`src/inc/ccr_consts.vh`:
```
// Constants for the CAN controller control segment and reset state
`ifndef CCR_CONSTS_VH
`define CCR_CONSTS_VH
// ---------------------------------------------------------------
// Register offsets (low five address bits)
// ---------------------------------------------------------------
`define CCR_ADDR_W      5
`define CCR_OFF_CTRL    5'h00
`define CCR_OFF_CMD     5'h01
`define CCR_OFF_STAT    5'h02
`define CCR_OFF_IRQ     5'h03
`define CCR_OFF_ACODE   5'h04
`define CCR_OFF_AMASK   5'h05
`define CCR_OFF_TIM0    5'h06
`define CCR_OFF_TIM1    5'h07
`define CCR_OFF_OUTC    5'h08
`define CCR_OFF_TEST    5'h09
`define CCR_OFF_CDIV    5'h1F
// ---------------------------------------------------------------
// Field positions
// ---------------------------------------------------------------
`define CCR_CR_RESET_REQ    0
`define CCR_CR_RX_IE        1
`define CCR_CR_TX_IE        2
`define CCR_CR_ERR_IE       3
`define CCR_CR_OVR_IE       4
`define CCR_CR_RSV5         5
`define CCR_CR_RSV6         6
`define CCR_CR_RSV7         7
`define CCR_CMD_SEND        0
`define CCR_CMD_ABORT       1
`define CCR_CMD_RELEASE     2
`define CCR_CMD_CLR_OVR     3
`define CCR_CMD_SLEEP       4
`define CCR_CDIV_MODE       7
`define CCR_CDIV_CBP        6
// ---------------------------------------------------------------
// Reset and read values
// ---------------------------------------------------------------
`define CCR_ALL_ONES        8'hFF
`define CCR_CTRL_HW_RST     8'h21
`define CCR_IRQ_RSV_ONES    3'h7
`define CCR_SETUP_RST       8'h00
`endif

```
`src/hw/ccr_setup_mem.v`:
```
// Setup register store: acceptance, bus timing and output control
`timescale 1ns/1ps
`include "ccr_consts.vh"
module ccr_setup_mem (
    input  wire       i_clk_sys,   // System clock
    input  wire       i_reset_n,   // Async reset, active low
    input  wire       i_we,        // Write strobe
    input  wire [2:0] i_idx,       // Word index 0..4
    input  wire [7:0] i_wdata,     // Write data
    output reg  [7:0] o_rdata      // Registered read data
);
    reg  [7:0] mem_r [0:4];
    integer    k;

    always @(posedge i_clk_sys or negedge i_reset_n) begin
        if (!i_reset_n) begin
            for (k = 0; k < 5; k = k + 1) begin
                mem_r[k] <= `CCR_SETUP_RST;
            end
            o_rdata <= `CCR_SETUP_RST;
        end else begin
            if (i_we && i_idx < 3'h5) begin
                mem_r[i_idx] <= i_wdata;
            end
            o_rdata <= (i_idx < 3'h5) ? mem_r[i_idx] : `CCR_ALL_ONES;
        end
    end
endmodule // ccr_setup_mem

```
`src/hw/ccr_ctrl_reset.v`:
```
// Control segment registers with reset mode entry and exit
`timescale 1ns/1ps
`include "ccr_consts.vh"
module ccr_ctrl_reset (
    input  wire       i_clk_sys,       // System clock 100 MHz
    input  wire       i_reset_n,       // Async hardware reset, low
    input  wire [7:0] i_addr,          // Host address
    input  wire       i_cs,            // Chip select, one-cycle access
    input  wire       i_wr,            // 1 write, 0 read
    input  wire [7:0] i_wdata,         // Write data
    output reg  [7:0] o_rdata,         // Read data, valid next cycle
    output reg        o_rvalid,        // Read data valid pulse
    input  wire       i_bus_off,       // Bus-off event from core
    input  wire       i_err_warn,      // Error warning level from core
    input  wire       i_tx_busy,       // Core transmitting
    input  wire       i_rx_busy,       // Core receiving
    input  wire       i_tx_done,       // Transmission completed pulse
    input  wire       i_rx_frame,      // Frame stored pulse
    input  wire       i_overrun,       // Overrun pulse
    input  wire       i_wakeup,        // Wake-up pulse
    input  wire       i_err_change,    // Error state change pulse
    output reg        o_reset_mode,    // Core held in reset mode
    output reg        o_abort_frame,   // Abort current frame pulse
    output reg        o_send_frame,    // Send request pulse
    output reg        o_abort_send,    // Abort transmission pulse
    output reg        o_release_rx,    // Release receive buffer pulse
    output reg        o_sleep,         // Sleep requested level
    output reg        o_ctrl_mode,     // Controller mode bit
    output reg        o_cmp_bypass     // Comparator bypass bit
);
    // ---------------------------------------------------------------
    // Input synchronisers
    // ---------------------------------------------------------------
    reg  [8:0] sync1_r;
    reg  [8:0] sync2_r;
    wire [8:0] raw_in = {i_bus_off, i_err_warn, i_tx_busy, i_rx_busy,
                         i_tx_done, i_rx_frame, i_overrun, i_wakeup,
                         i_err_change};
    always @(posedge i_clk_sys or negedge i_reset_n) begin
        if (!i_reset_n) begin
            sync1_r <= 9'h000;
            sync2_r <= 9'h000;
        end else begin
            sync1_r <= raw_in;
            sync2_r <= sync1_r;
        end
    end
    wire s_bus_off  = sync2_r[8];
    wire s_err_warn = sync2_r[7];
    wire s_tx_busy  = sync2_r[6];
    wire s_rx_busy  = sync2_r[5];
    reg  [4:0] ev_d_r;
    wire [4:0] ev_rise = sync2_r[4:0] & ~ev_d_r;
    wire e_tx_done  = ev_rise[4];
    wire e_rx_frame = ev_rise[3];
    wire e_overrun  = ev_rise[2];
    wire e_wakeup   = ev_rise[1];
    wire e_err_chg  = ev_rise[0];

    // ---------------------------------------------------------------
    // Address decode
    // ---------------------------------------------------------------
    function [4:0] low_addr;
        input [7:0] a;
        begin
            low_addr = a[4:0];
        end
    endfunction

    wire [4:0] a5   = low_addr(i_addr);
    wire       wr   = i_cs & i_wr;
    wire       rd   = i_cs & ~i_wr;
    wire       setup_sel = (a5 >= `CCR_OFF_ACODE) && (a5 <= `CCR_OFF_OUTC);

    // ---------------------------------------------------------------
    // State registers
    // ---------------------------------------------------------------
    reg        reset_req_r;
    reg        ctrl_rsv6_r;
    reg  [3:0] irq_en_r;
    reg        bus_off_flag_r, error_warn_flag_r, tx_complete_flag_r;
    reg        tx_buffer_free_r, overrun_flag_r, rx_buffer_full_r;
    reg        wakeup_flag_r, overrun_event_r, error_flag_r;
    reg        tx_done_flag_r, rx_done_flag_r;
    reg  [5:0] cdiv_low_r;
    reg  [7:0] test_r;
    reg        bus_off_d_r;
    reg        rd_irq_r;
    reg        rd_setup_r;
    reg  [7:0] rd_mux_r;

    wire bus_off_rise = s_bus_off & ~bus_off_d_r;
    wire ctrl_wr      = wr && a5 == `CCR_OFF_CTRL;
    // Reset request after this edge; a bus-off rise beats a host clear
    wire rr_nxt       = ctrl_wr ? (i_wdata[`CCR_CR_RESET_REQ] | bus_off_rise)
                                : (reset_req_r | bus_off_rise);
    wire sw_set_rr    = wr && a5 == `CCR_OFF_CTRL
                        && i_wdata[`CCR_CR_RESET_REQ];
    // Reset mode applies from the cycle after it is requested
    wire enter_reset  = (sw_set_rr | bus_off_rise) & ~reset_req_r;
    wire cmd_wr       = wr && a5 == `CCR_OFF_CMD && !reset_req_r;
    wire [7:0] cmd    = cmd_wr ? i_wdata : 8'h00;
    wire rr_now       = reset_req_r | sw_set_rr | bus_off_rise;

    wire [7:0] ctrl_rd = {1'b0, ctrl_rsv6_r, 1'b1, irq_en_r,
                          reset_req_r};
    wire [7:0] stat_rd = {bus_off_flag_r, error_warn_flag_r,
                          s_tx_busy & ~reset_req_r,
                          s_rx_busy & ~reset_req_r,
                          tx_complete_flag_r, tx_buffer_free_r,
                          overrun_flag_r, rx_buffer_full_r};
    wire [7:0] irq_rd  = {`CCR_IRQ_RSV_ONES, wakeup_flag_r,
                          overrun_event_r, error_flag_r,
                          tx_done_flag_r, rx_done_flag_r};

    // ---------------------------------------------------------------
    // Setup register store
    // ---------------------------------------------------------------
    wire [7:0] setup_rdata;
    wire [2:0] setup_idx = a5[2:0] - 3'h4;
    ccr_setup_mem u_setup (
        .i_clk_sys (i_clk_sys),
        .i_reset_n (i_reset_n),
        .i_we      (wr & setup_sel & reset_req_r),
        .i_idx     (setup_sel ? setup_idx : 3'h7),
        .i_wdata   (i_wdata),
        .o_rdata   (setup_rdata)
    );

    // ---------------------------------------------------------------
    // Control, status and flags
    // ---------------------------------------------------------------
    always @(posedge i_clk_sys or negedge i_reset_n) begin
        if (!i_reset_n) begin
            reset_req_r        <= 1'b1;
            ctrl_rsv6_r        <= 1'b0;
            irq_en_r           <= 4'h0;
            bus_off_flag_r     <= 1'b0;
            error_warn_flag_r  <= 1'b0;
            tx_complete_flag_r <= 1'b1;
            tx_buffer_free_r   <= 1'b1;
            overrun_flag_r     <= 1'b0;
            rx_buffer_full_r   <= 1'b0;
            wakeup_flag_r      <= 1'b0;
            overrun_event_r    <= 1'b0;
            error_flag_r       <= 1'b0;
            tx_done_flag_r     <= 1'b0;
            rx_done_flag_r     <= 1'b0;
            o_ctrl_mode        <= 1'b0;
            o_cmp_bypass       <= 1'b0;
            cdiv_low_r         <= 6'h00;
            test_r             <= 8'h00;
            bus_off_d_r        <= 1'b0;
            ev_d_r             <= 5'h00;
        end else begin
            ev_d_r      <= sync2_r[4:0];
            bus_off_d_r <= s_bus_off;
            // Control register; reset request kept while bus-off newly hit
            if (wr && a5 == `CCR_OFF_CTRL) begin
                reset_req_r <= rr_nxt;
                ctrl_rsv6_r <= i_wdata[`CCR_CR_RSV6];
                irq_en_r    <= i_wdata[`CCR_CR_OVR_IE:`CCR_CR_RX_IE];
            end else if (bus_off_rise) begin
                reset_req_r <= 1'b1;
            end
            if (wr && a5 == `CCR_OFF_CDIV) begin
                cdiv_low_r <= i_wdata[5:0];
                if (reset_req_r) begin
                    o_ctrl_mode  <= i_wdata[`CCR_CDIV_MODE];
                    o_cmp_bypass <= i_wdata[`CCR_CDIV_CBP];
                end
            end
            if (wr && a5 == `CCR_OFF_TEST) begin
                test_r <= i_wdata;
            end
            // Status bits from the core
            if (s_bus_off) begin
                bus_off_flag_r <= 1'b1;
            end else if (!reset_req_r) begin
                bus_off_flag_r <= 1'b0;
            end
            error_warn_flag_r <= s_err_warn;
            if (rr_now) begin
                tx_buffer_free_r <= 1'b1;
                overrun_flag_r   <= 1'b0;
                rx_buffer_full_r <= 1'b0;
                wakeup_flag_r    <= 1'b0;
                overrun_event_r  <= 1'b0;
                tx_done_flag_r   <= 1'b0;
                rx_done_flag_r   <= 1'b0;
                if (e_err_chg && irq_en_r[2]) begin
                    error_flag_r <= 1'b1;
                end else if (rd_irq_r) begin
                    error_flag_r <= 1'b0;
                end
            end else begin
                if (cmd[`CCR_CMD_SEND]) begin
                    tx_buffer_free_r   <= 1'b0;
                    tx_complete_flag_r <= 1'b0;
                end else if (e_tx_done) begin
                    tx_buffer_free_r   <= 1'b1;
                    tx_complete_flag_r <= 1'b1;
                end
                if (e_rx_frame) begin
                    rx_buffer_full_r <= 1'b1;
                end else if (cmd[`CCR_CMD_RELEASE]) begin
                    rx_buffer_full_r <= 1'b0;
                end
                if (e_overrun) begin
                    overrun_flag_r <= 1'b1;
                end else if (cmd[`CCR_CMD_CLR_OVR]) begin
                    overrun_flag_r <= 1'b0;
                end
                // Interrupt flags: set wins over clear-on-read
                wakeup_flag_r   <= e_wakeup | (wakeup_flag_r & ~rd_irq_r);
                overrun_event_r <= (e_overrun & irq_en_r[3])
                                   | (overrun_event_r & ~rd_irq_r);
                error_flag_r    <= (e_err_chg & irq_en_r[2])
                                   | (error_flag_r & ~rd_irq_r);
                tx_done_flag_r  <= (e_tx_done & irq_en_r[1])
                                   | (tx_done_flag_r & ~rd_irq_r);
                rx_done_flag_r  <= (e_rx_frame & irq_en_r[0])
                                   | (rx_done_flag_r & ~rd_irq_r);
            end
        end
    end

    // ---------------------------------------------------------------
    // Core strobes
    // ---------------------------------------------------------------
    always @(posedge i_clk_sys or negedge i_reset_n) begin
        if (!i_reset_n) begin
            o_reset_mode  <= 1'b1;
            o_abort_frame <= 1'b0;
            o_send_frame  <= 1'b0;
            o_abort_send  <= 1'b0;
            o_release_rx  <= 1'b0;
            o_sleep       <= 1'b0;
        end else begin
            o_reset_mode  <= rr_nxt;
            o_abort_frame <= enter_reset;
            o_send_frame  <= cmd[`CCR_CMD_SEND];
            o_abort_send  <= cmd[`CCR_CMD_ABORT];
            o_release_rx  <= cmd[`CCR_CMD_RELEASE] | enter_reset;
            if (rr_now) begin
                o_sleep <= 1'b0;
            end else if (cmd_wr) begin
                o_sleep <= i_wdata[`CCR_CMD_SLEEP];
            end
        end
    end

    // ---------------------------------------------------------------
    // Read path
    // ---------------------------------------------------------------
    always @(posedge i_clk_sys or negedge i_reset_n) begin
        if (!i_reset_n) begin
            rd_irq_r   <= 1'b0;
            rd_setup_r <= 1'b0;
            rd_mux_r   <= 8'h00;
            o_rvalid   <= 1'b0;
        end else begin
            rd_irq_r   <= rd && a5 == `CCR_OFF_IRQ;
            rd_setup_r <= rd && setup_sel && reset_req_r;
            o_rvalid   <= rd;
            case (a5)
                `CCR_OFF_CTRL: rd_mux_r <= ctrl_rd;
                `CCR_OFF_CMD:  rd_mux_r <= `CCR_ALL_ONES;
                `CCR_OFF_STAT: rd_mux_r <= stat_rd;
                `CCR_OFF_IRQ:  rd_mux_r <= irq_rd;
                `CCR_OFF_TEST: rd_mux_r <= test_r;
                `CCR_OFF_CDIV: rd_mux_r <= {o_ctrl_mode, o_cmp_bypass,
                                            cdiv_low_r};
                default:       rd_mux_r <= `CCR_ALL_ONES;
            endcase
        end
    end

    // One cycle after the access; setup data come from the store only in reset mode
    always @* begin
        o_rdata = rd_setup_r ? setup_rdata : rd_mux_r;
    end
endmodule // ccr_ctrl_reset

```
`config.mk`:
```
export PLATFORM = sky130hd
export DESIGN_NAME = ccr_ctrl_reset
export DESIGN_NICKNAME = d
export VERILOG_FILES = /design/src/hw/ccr_setup_mem.v /design/src/hw/ccr_ctrl_reset.v
export VERILOG_INCLUDE_DIRS = /design/src /design/src/inc
export SDC_FILE = /design/constraint.sdc
export NUM_CORES = 1
export LEC_CHECK = 0
export ABC_AREA = 1
export BUFFER_PORTS_ARGS = -buffer_cell sky130_fd_sc_hd__clkbuf_2
export CORE_MARGIN = 5
export CORE_UTILIZATION = 53
export DETAILED_ROUTE_END_ITERATION = 6
export PLACE_DENSITY = 0.72
export SLEW_MARGIN = 20
export SYNTH_ARGS = -nofsm -noshare
export SYNTH_HDL_FRONTEND = slang
export SYNTH_HIERARCHICAL = 1
export SYNTH_SLANG_ARGS = --single-unit
```
`constraint.sdc`:
```
create_clock -name i_clk_sys -period 3 [get_ports i_clk_sys]
set_clock_uncertainty 0.2 [all_clocks]
set_input_delay 0.3 -clock i_clk_sys [delete_from_list [all_inputs] [get_ports i_clk_sys]]
set_output_delay 0.3 -clock i_clk_sys [all_outputs]
set_load 0.01 [all_outputs]
```
Word-level counts from Yosys, hierarchy flattened. Index checks and enable logic that the tools add are counted.

Input bits: 29. Output and inout bits: 17. Logic and storage cells: 144. Bits in registers: 122.

$lt $le $gt $ge: 5. Bitwise gates (word level): 36. Eq/ne operators: 7. Mux-type cells: 34. Reduce and logical (&&, ||, !) cells: 23. $add $sub $neg: 1.

Operators by type and width (number): bitwise mux 40 bit (1); two-way mux 8 bit (5); one-hot mux 8 bit (5 select lines) (1); binary-select mux 8 bit (select 3 bit) (1); demux 8 bit (select 3 bit) (1); two-way mux 1 bit (23); bitwise AND 1 bit (17); logical AND 1 bit (13); OR 1 bit (11); == test 5 x 2 -> 1 bit, second input constant (2); nonzero test 3 bit (3); nonzero test 2 bit (3); bitwise AND 5 bit (1); == test 5 x 1 -> 1 bit, second input constant (1); == test 5 x 4 -> 1 bit, second input constant (1); == test 5 bit, second input constant (1); >= comparator 5 x 3 -> 1 bit, second input constant (1); less-or-equal comparator 5 x 4 -> 1 bit, second input constant (1); zero test 5 bit (1); inverter 1 bit (5); inverter 5 bit (1); >= comparator 4 bit, second input constant (1); less-than comparator 4 x 1 -> 1 bit, second input constant (1); two-way mux 4 bit (1); other kinds (8) (9).

Depth between registers and ports, before layout.
Depth in word-level cells: 9. Mapped depth: 12. Gate-level depth less buffers: 10.

Modules after synthesis. The synthesis kept the hierarchy.

By module, submodules not included: ccr_ctrl_reset (area an instance 3009.1 µm², seq. area each 1856.8 µm², times used 1, cells an instance 291); ccr_setup_mem (area an instance 2481.1 µm², seq. area each 1201.2 µm², times used 1, cells an instance 288).

Least setup slack after synthesis. Ideal clock, no wire load.

Path type: input-to-reg. Start: input i_addr[1]. End: register u_setup/mem_r[19] (netlist name). Required time: 2.679 ns. Setup slack: 0.714 ns. Buffers on the path: 1. Library setup time: 0.121 ns. Arrival: 1.965 ns. Stages on the path: 9. Cell sequence: inv_1 nand2_2 o31ai_1 nand2_1 nor2_1 nand3_4 buf_6 nand2_1 o21ai_2.

Longest elaborated chain between the ends: 9. Elaborated cells on any way between the ends: 16. Classes of those cells: add/sub: 1; order compare: 5; mux: 4; bitwise: 3; reduce/logical: 3.

RTL lines: start: declaration (line ccr_ctrl_reset.v:7) `input wire [7:0] i_addr,`; >= comparator 5 x 3 -> 1 bit (no line) / less-or-equal comparator 5 x 4 -> 1 bit (equally long branches); logical AND 1 bit (line ccr_ctrl_reset.v:73) `` wire setup_sel = (a5 >= `CCR_OFF_ACODE) && (a5 <= `CCR_OFF_OUTC); ``; two-way mux 3 bit (line ccr_ctrl_reset.v:125) `.i_idx (setup_sel ? setup_idx : 3'h7),`; inverter 3 -> 4 bit (implied by the code) (line ccr_setup_mem.v:23) `mem_r[i_idx] <= i_wdata;`; >= comparator 4 bit (implied by the code) / less-than comparator 4 x 1 -> 1 bit (equally long branches) (line ccr_setup_mem.v:23); logical AND 1 bit (implied by the code) (line ccr_setup_mem.v:23); two-way mux 8 bit (implied by the code) (line ccr_setup_mem.v:23); demux 8 bit (select 3 bit) (line ccr_setup_mem.v:23); bitwise mux 40 bit (line ccr_setup_mem.v:23); end signal: indexed assignment (line ccr_setup_mem.v:18) `` mem_r[k] <= `CCR_SETUP_RST; ``; end signal: indexed assignment (line ccr_setup_mem.v:23); end: declaration (line ccr_setup_mem.v:12) `reg [7:0] mem_r [0:4];`.

Parallel ways exist; a longest one is shown, timed or not. A chain may end at the register's enable or synchronous reset.

Final worst setup path.
Start: input i_addr[1]. End: register u_setup/mem_r[7] (netlist name).

Same word-level chain as after synthesis.

==> impl.org <==
** Clock tree
- Buffer cell driving the clock tree root :: sky130_fd_sc_hd__clkbuf_8
- Clock slew at the register clock pins of the worst setup and hold paths :: roughly 60 ps
- In this run, CTS created clock tree buffers numbering 17.
- Number of hold-repair buffers added at the cts stage :: 21
- In this run the number of H-tree levels came out at 4.
- No sink is reached through more buffers than the 2 on the longest clock path.
- Setup fix buffers added after clock tree synthesis :: 0
- Worst skew pair latency :: between 500 and 600 ps
- TritonCTS built the clock tree.
- # resized after CTS :: 0
- The clock net in this run drives a total of 122 sinks.

** Worst setup path
- Data arrival time at the worst-slack endpoint :: roughly 2900 ps
- CP max FO :: 16
- Cell mode on critical path :: sky130_fd_sc_hd__nand2_1
- Cell breakdown of the critical path :: dlygate4sd3_1, clkbuf_2, inv_1, nand2_2, o31ai_1, nand2_1, nor2_4, nand3_4, nand2_1, o21ai_2
- WP data required :: 3200 ps
- Worst setup SP type :: primary input
- The slowest stage of the critical path belongs to the cell sky130_fd_sc_hd__dlygate4sd3_1.
- The startpoint identified for the worst register-to-register timing path is reset_req_r.
- Tracing the worst setup path back leads to its startpoint at i_addr[1].
- The critical path is of the primary input to register type.
- Critical Path End Type :: register
- Delay of the slowest critical-path stage :: between 500 and 600 ps

** Placed design
- Buffers placed on the I/O ports in this run total 42.
- At the end of routability-driven placement, the weighted congestion stood at 0.897.
- Total instance count after detailed placement :: 749
- Placed wire-length estimate :: between 8000 and 9000 µm

** STA
- Setup total negative slack on the finished layout was measured at 0 ps.
- Measured against its own limit, the worst slew margin works out to 0.555.
- Setup repair after global routing left no endpoint under its margin.
- Final cycle utilization of the critical path :: 0.885
- The worst path in the final design needs a cycle of 2650 ps, including I/O delays and setup.
- Finish-stage setup viols :: 0
- Least-Margin Pin Slew :: roughly 670 ps
- Total count of hold-check failures in the final report :: 0
- For this run, the top clock speed supported by timing is ~380 MHz.
- The max-slew violation count came to 0.

** GRT
- The initial antenna violation count is 0.
- The first global-routing pass estimated around 20000 µm of wire.
- For this run, the total global-route usage over all layers was measured as 0.211.
- The total overflow left after global routing is 0.
- Number of global-route vias before repair :: around 4.1k
- Largest net degree at the start of global routing :: 53

** Die
- Measured along the y axis, the die boundary spans around 110 µm.
- Ports :: 46
- Initial Utilization :: 0.537
- The die covers around 12000 µm².
- The core region is 10200 µm².
- Number of standard-cell rows in the floorplan :: 37
- Horizontal die dimension :: about 110 µm

** Finish
- Registers take slightly above 3000 µm².
- The area growth from synthesis to layout is 20.1%.
- Leaving out filler cells and counting taps, the final layout contains ~800.
- In the final layout, the share of cells above drive strength 1 is 0.251.
- The library cells used most frequently in the layout, excluding fill and tap cells, are 145 x sky130_fd_sc_hd__nand2_1, 118 x sky130_fd_sc_hd__dfrtp_1, 93 x sky130_fd_sc_hd__inv_1.
- After the last flow step, the layout net total stands at a little under 700.
- Leading cell type in the layout, fill and taps excluded :: sky130_fd_sc_hd__nand2_1
- Count of fill cells added during filler insertion :: between 800 and 900
- Summing all multi-input logic gate instances after layout gives about 1900 µm².
- 0 antenna diodes ended up in the layout.

** Synthesis
- Flop and latch count out of synthesis :: roughly 120
- XOR/XNOR Fraction of Synth Area :: 0
- Of the post-synthesis cell area, the part taken by muxes is 0.0164.
- The average instance in the mapped netlist occupies 9.48 µm².
- Adder-cell area share of the yosys netlist :: 0
- Post-synthesis instance total :: 579
- During synthesis, Yosys emitted a total of 6 warnings.
- Post-synthesis simple-gate area fraction :: 0.220
- After synthesis, the largest family of logic cells by area is simple AND/OR/NAND/NOR gates.
- The complex-gate fraction of the synthesized area was 0.110.
- Of the synthesized area, sequential elements account for 0.557.
- Count of distinct cell types in the synthesized netlist :: 36
- The synthesized netlist occupies a cell area of 5490 µm².
- Number of nets produced by synthesis :: slightly above 600

** Pwr
- Internal power comes to a little over 3 mW.
- Of the total power, the share spent switching nets is 0.246.
- Net switching component of the power :: ~1 mW
- Part of the total power dissipated in the clock network :: 0.488
- Of the total power, combinational logic draws 0.074.
- The share of total power dissipated in sequential elements is 0.438.
- Leakage dissipation :: about 3.1 nW
- PwrDens :: roughly 620 nW/µm²
- Worst VDD drop :: between 0.5 and 0.6 mV

** Detailed routing
- The final route contains between 4k and 5k vias.
- Number of detailed-route iterations in the first pass :: 4
- Post-detailed-routing wire length :: between 10000 and 15000 µm
- DRC violations left :: 0
- Starting DRT DRC Count :: between 300 and 400
- Detail-routed via count per cell :: slightly above 5
- Remaining antenna violation count after routing :: 0
- In the final routed layout, each cell accounts on average for 15.1 µm.

** Flow run
- Across the run, the number of max-cap violations was 0.

** Min path
- The worst hold path begins at i_addr[4].
- In this run the worst hold path is classified as primary input to register.

** Outcome
- Outcome :: finished, final reports clean
[metal layers]
metal	GRT usage	up-vias	wire length (µm)
li1	-	1979	-
met1	0.283	1991	5390
met5	0	-	0
met3	0.0674	20	812
met4	0.0706	0	172
met2	0.327	121	5750
[cells in the mapped netlist (all sizes together)]
library cell	instances	area share
a21oi	12	0.011
a22oi	1	0.0014
buf	14	0.026
clkbuf	1	0.00068
dfrtp	118	0.54
dfstp	4	0.019
inv	100	0.070
mux2	8	0.016
nand2	154	0.11
nand3	33	0.045
nand4	15	0.021
nor2	40	0.040
nor3	1	0.0018
o21a	2	0.0027
o21ai	69	0.088
o21bai	1	0.0014
o22ai	3	0.0034
o2bb2ai	1	0.0016
o31ai	1	0.0014
or2	1	0.0011
[power by group through the flow]
stage	combinational, mW	clock, mW	sequential, mW
after floorplan	0.164	0	1.80
after global placement	0.271	0	1.81
after detailed placement	0.279	0	1.81
after CTS	0.306	2.03	1.78
after global routing	0.342	2.12	1.79
final	0.303	1.99	1.78
[critical path: cells and delay by family]
kind | cells | cell delay (ps)
simple gates | 5 | 1310
buf+inv | 3 | 830
compound gates | 2 | 400
[registers in the layout, summed over array words and instances, names as in the netlist, 4 cells and up]
register,cells
irq_en_r,4
sync1_r,9
rd_mux_r,8
ev_d_r,5
cdiv_low_r,6
test_r,8
sync2_r,9
u_setup/mem_r,40
u_setup/o_rdata,8
[kinds of logic (layout without fill, tap and decap cells)]
group,after synthesis,count (layout)
and+or+nand+nor,244,244
DFF,122,122
buffers and inverters,115,202
AOI/OAI and AO/OA,90,90
muxes,8,8
[final timing paths]
check	endpoint	slack [ps]	cells past startpoint
min in group asynchronous	u_setup/mem_r[38]	170	2
max in group asynchronous	reset_req_r	1620	3
max reg2reg	u_setup/mem_r[9]	1030	7
max	u_setup/mem_r[7]	350	10
min	o_abort_send	40	4
min reg2reg	sync2_r[1]	150	0
[layout make-up]
cell class,count,share of cell area
Sequential cell,122,0.464
Multi-Input combinational cell,342,0.288
Timing Repair Buffer,70,0.0740
Clock buffer,18,0.0649
Inverter,100,0.0581
Tap cell,136,0.0258
Clock inverter,14,0.0249
[per-stage QoR]
step / setup slack (ps) / utilization / cell area (µm²) / hold slack (ps) / power, mW
after floorplan: 714 / - / 5490 / -196 / 1.96
after global placement: 399 / 0.566 / 5790 / 132 / 2.08
after detailed placement: 402 / 0.566 / 5790 / 135 / 2.09
after CTS: 397 / 0.644 / 6590 / 10.6 / 4.12
after global routing: 160 / 0.644 / 6590 / 44.0 / 4.25
final: 345 / 0.644 / 6590 / 42.3 / 4.08
No activity file was read; power rests on OpenSTA's default activity.
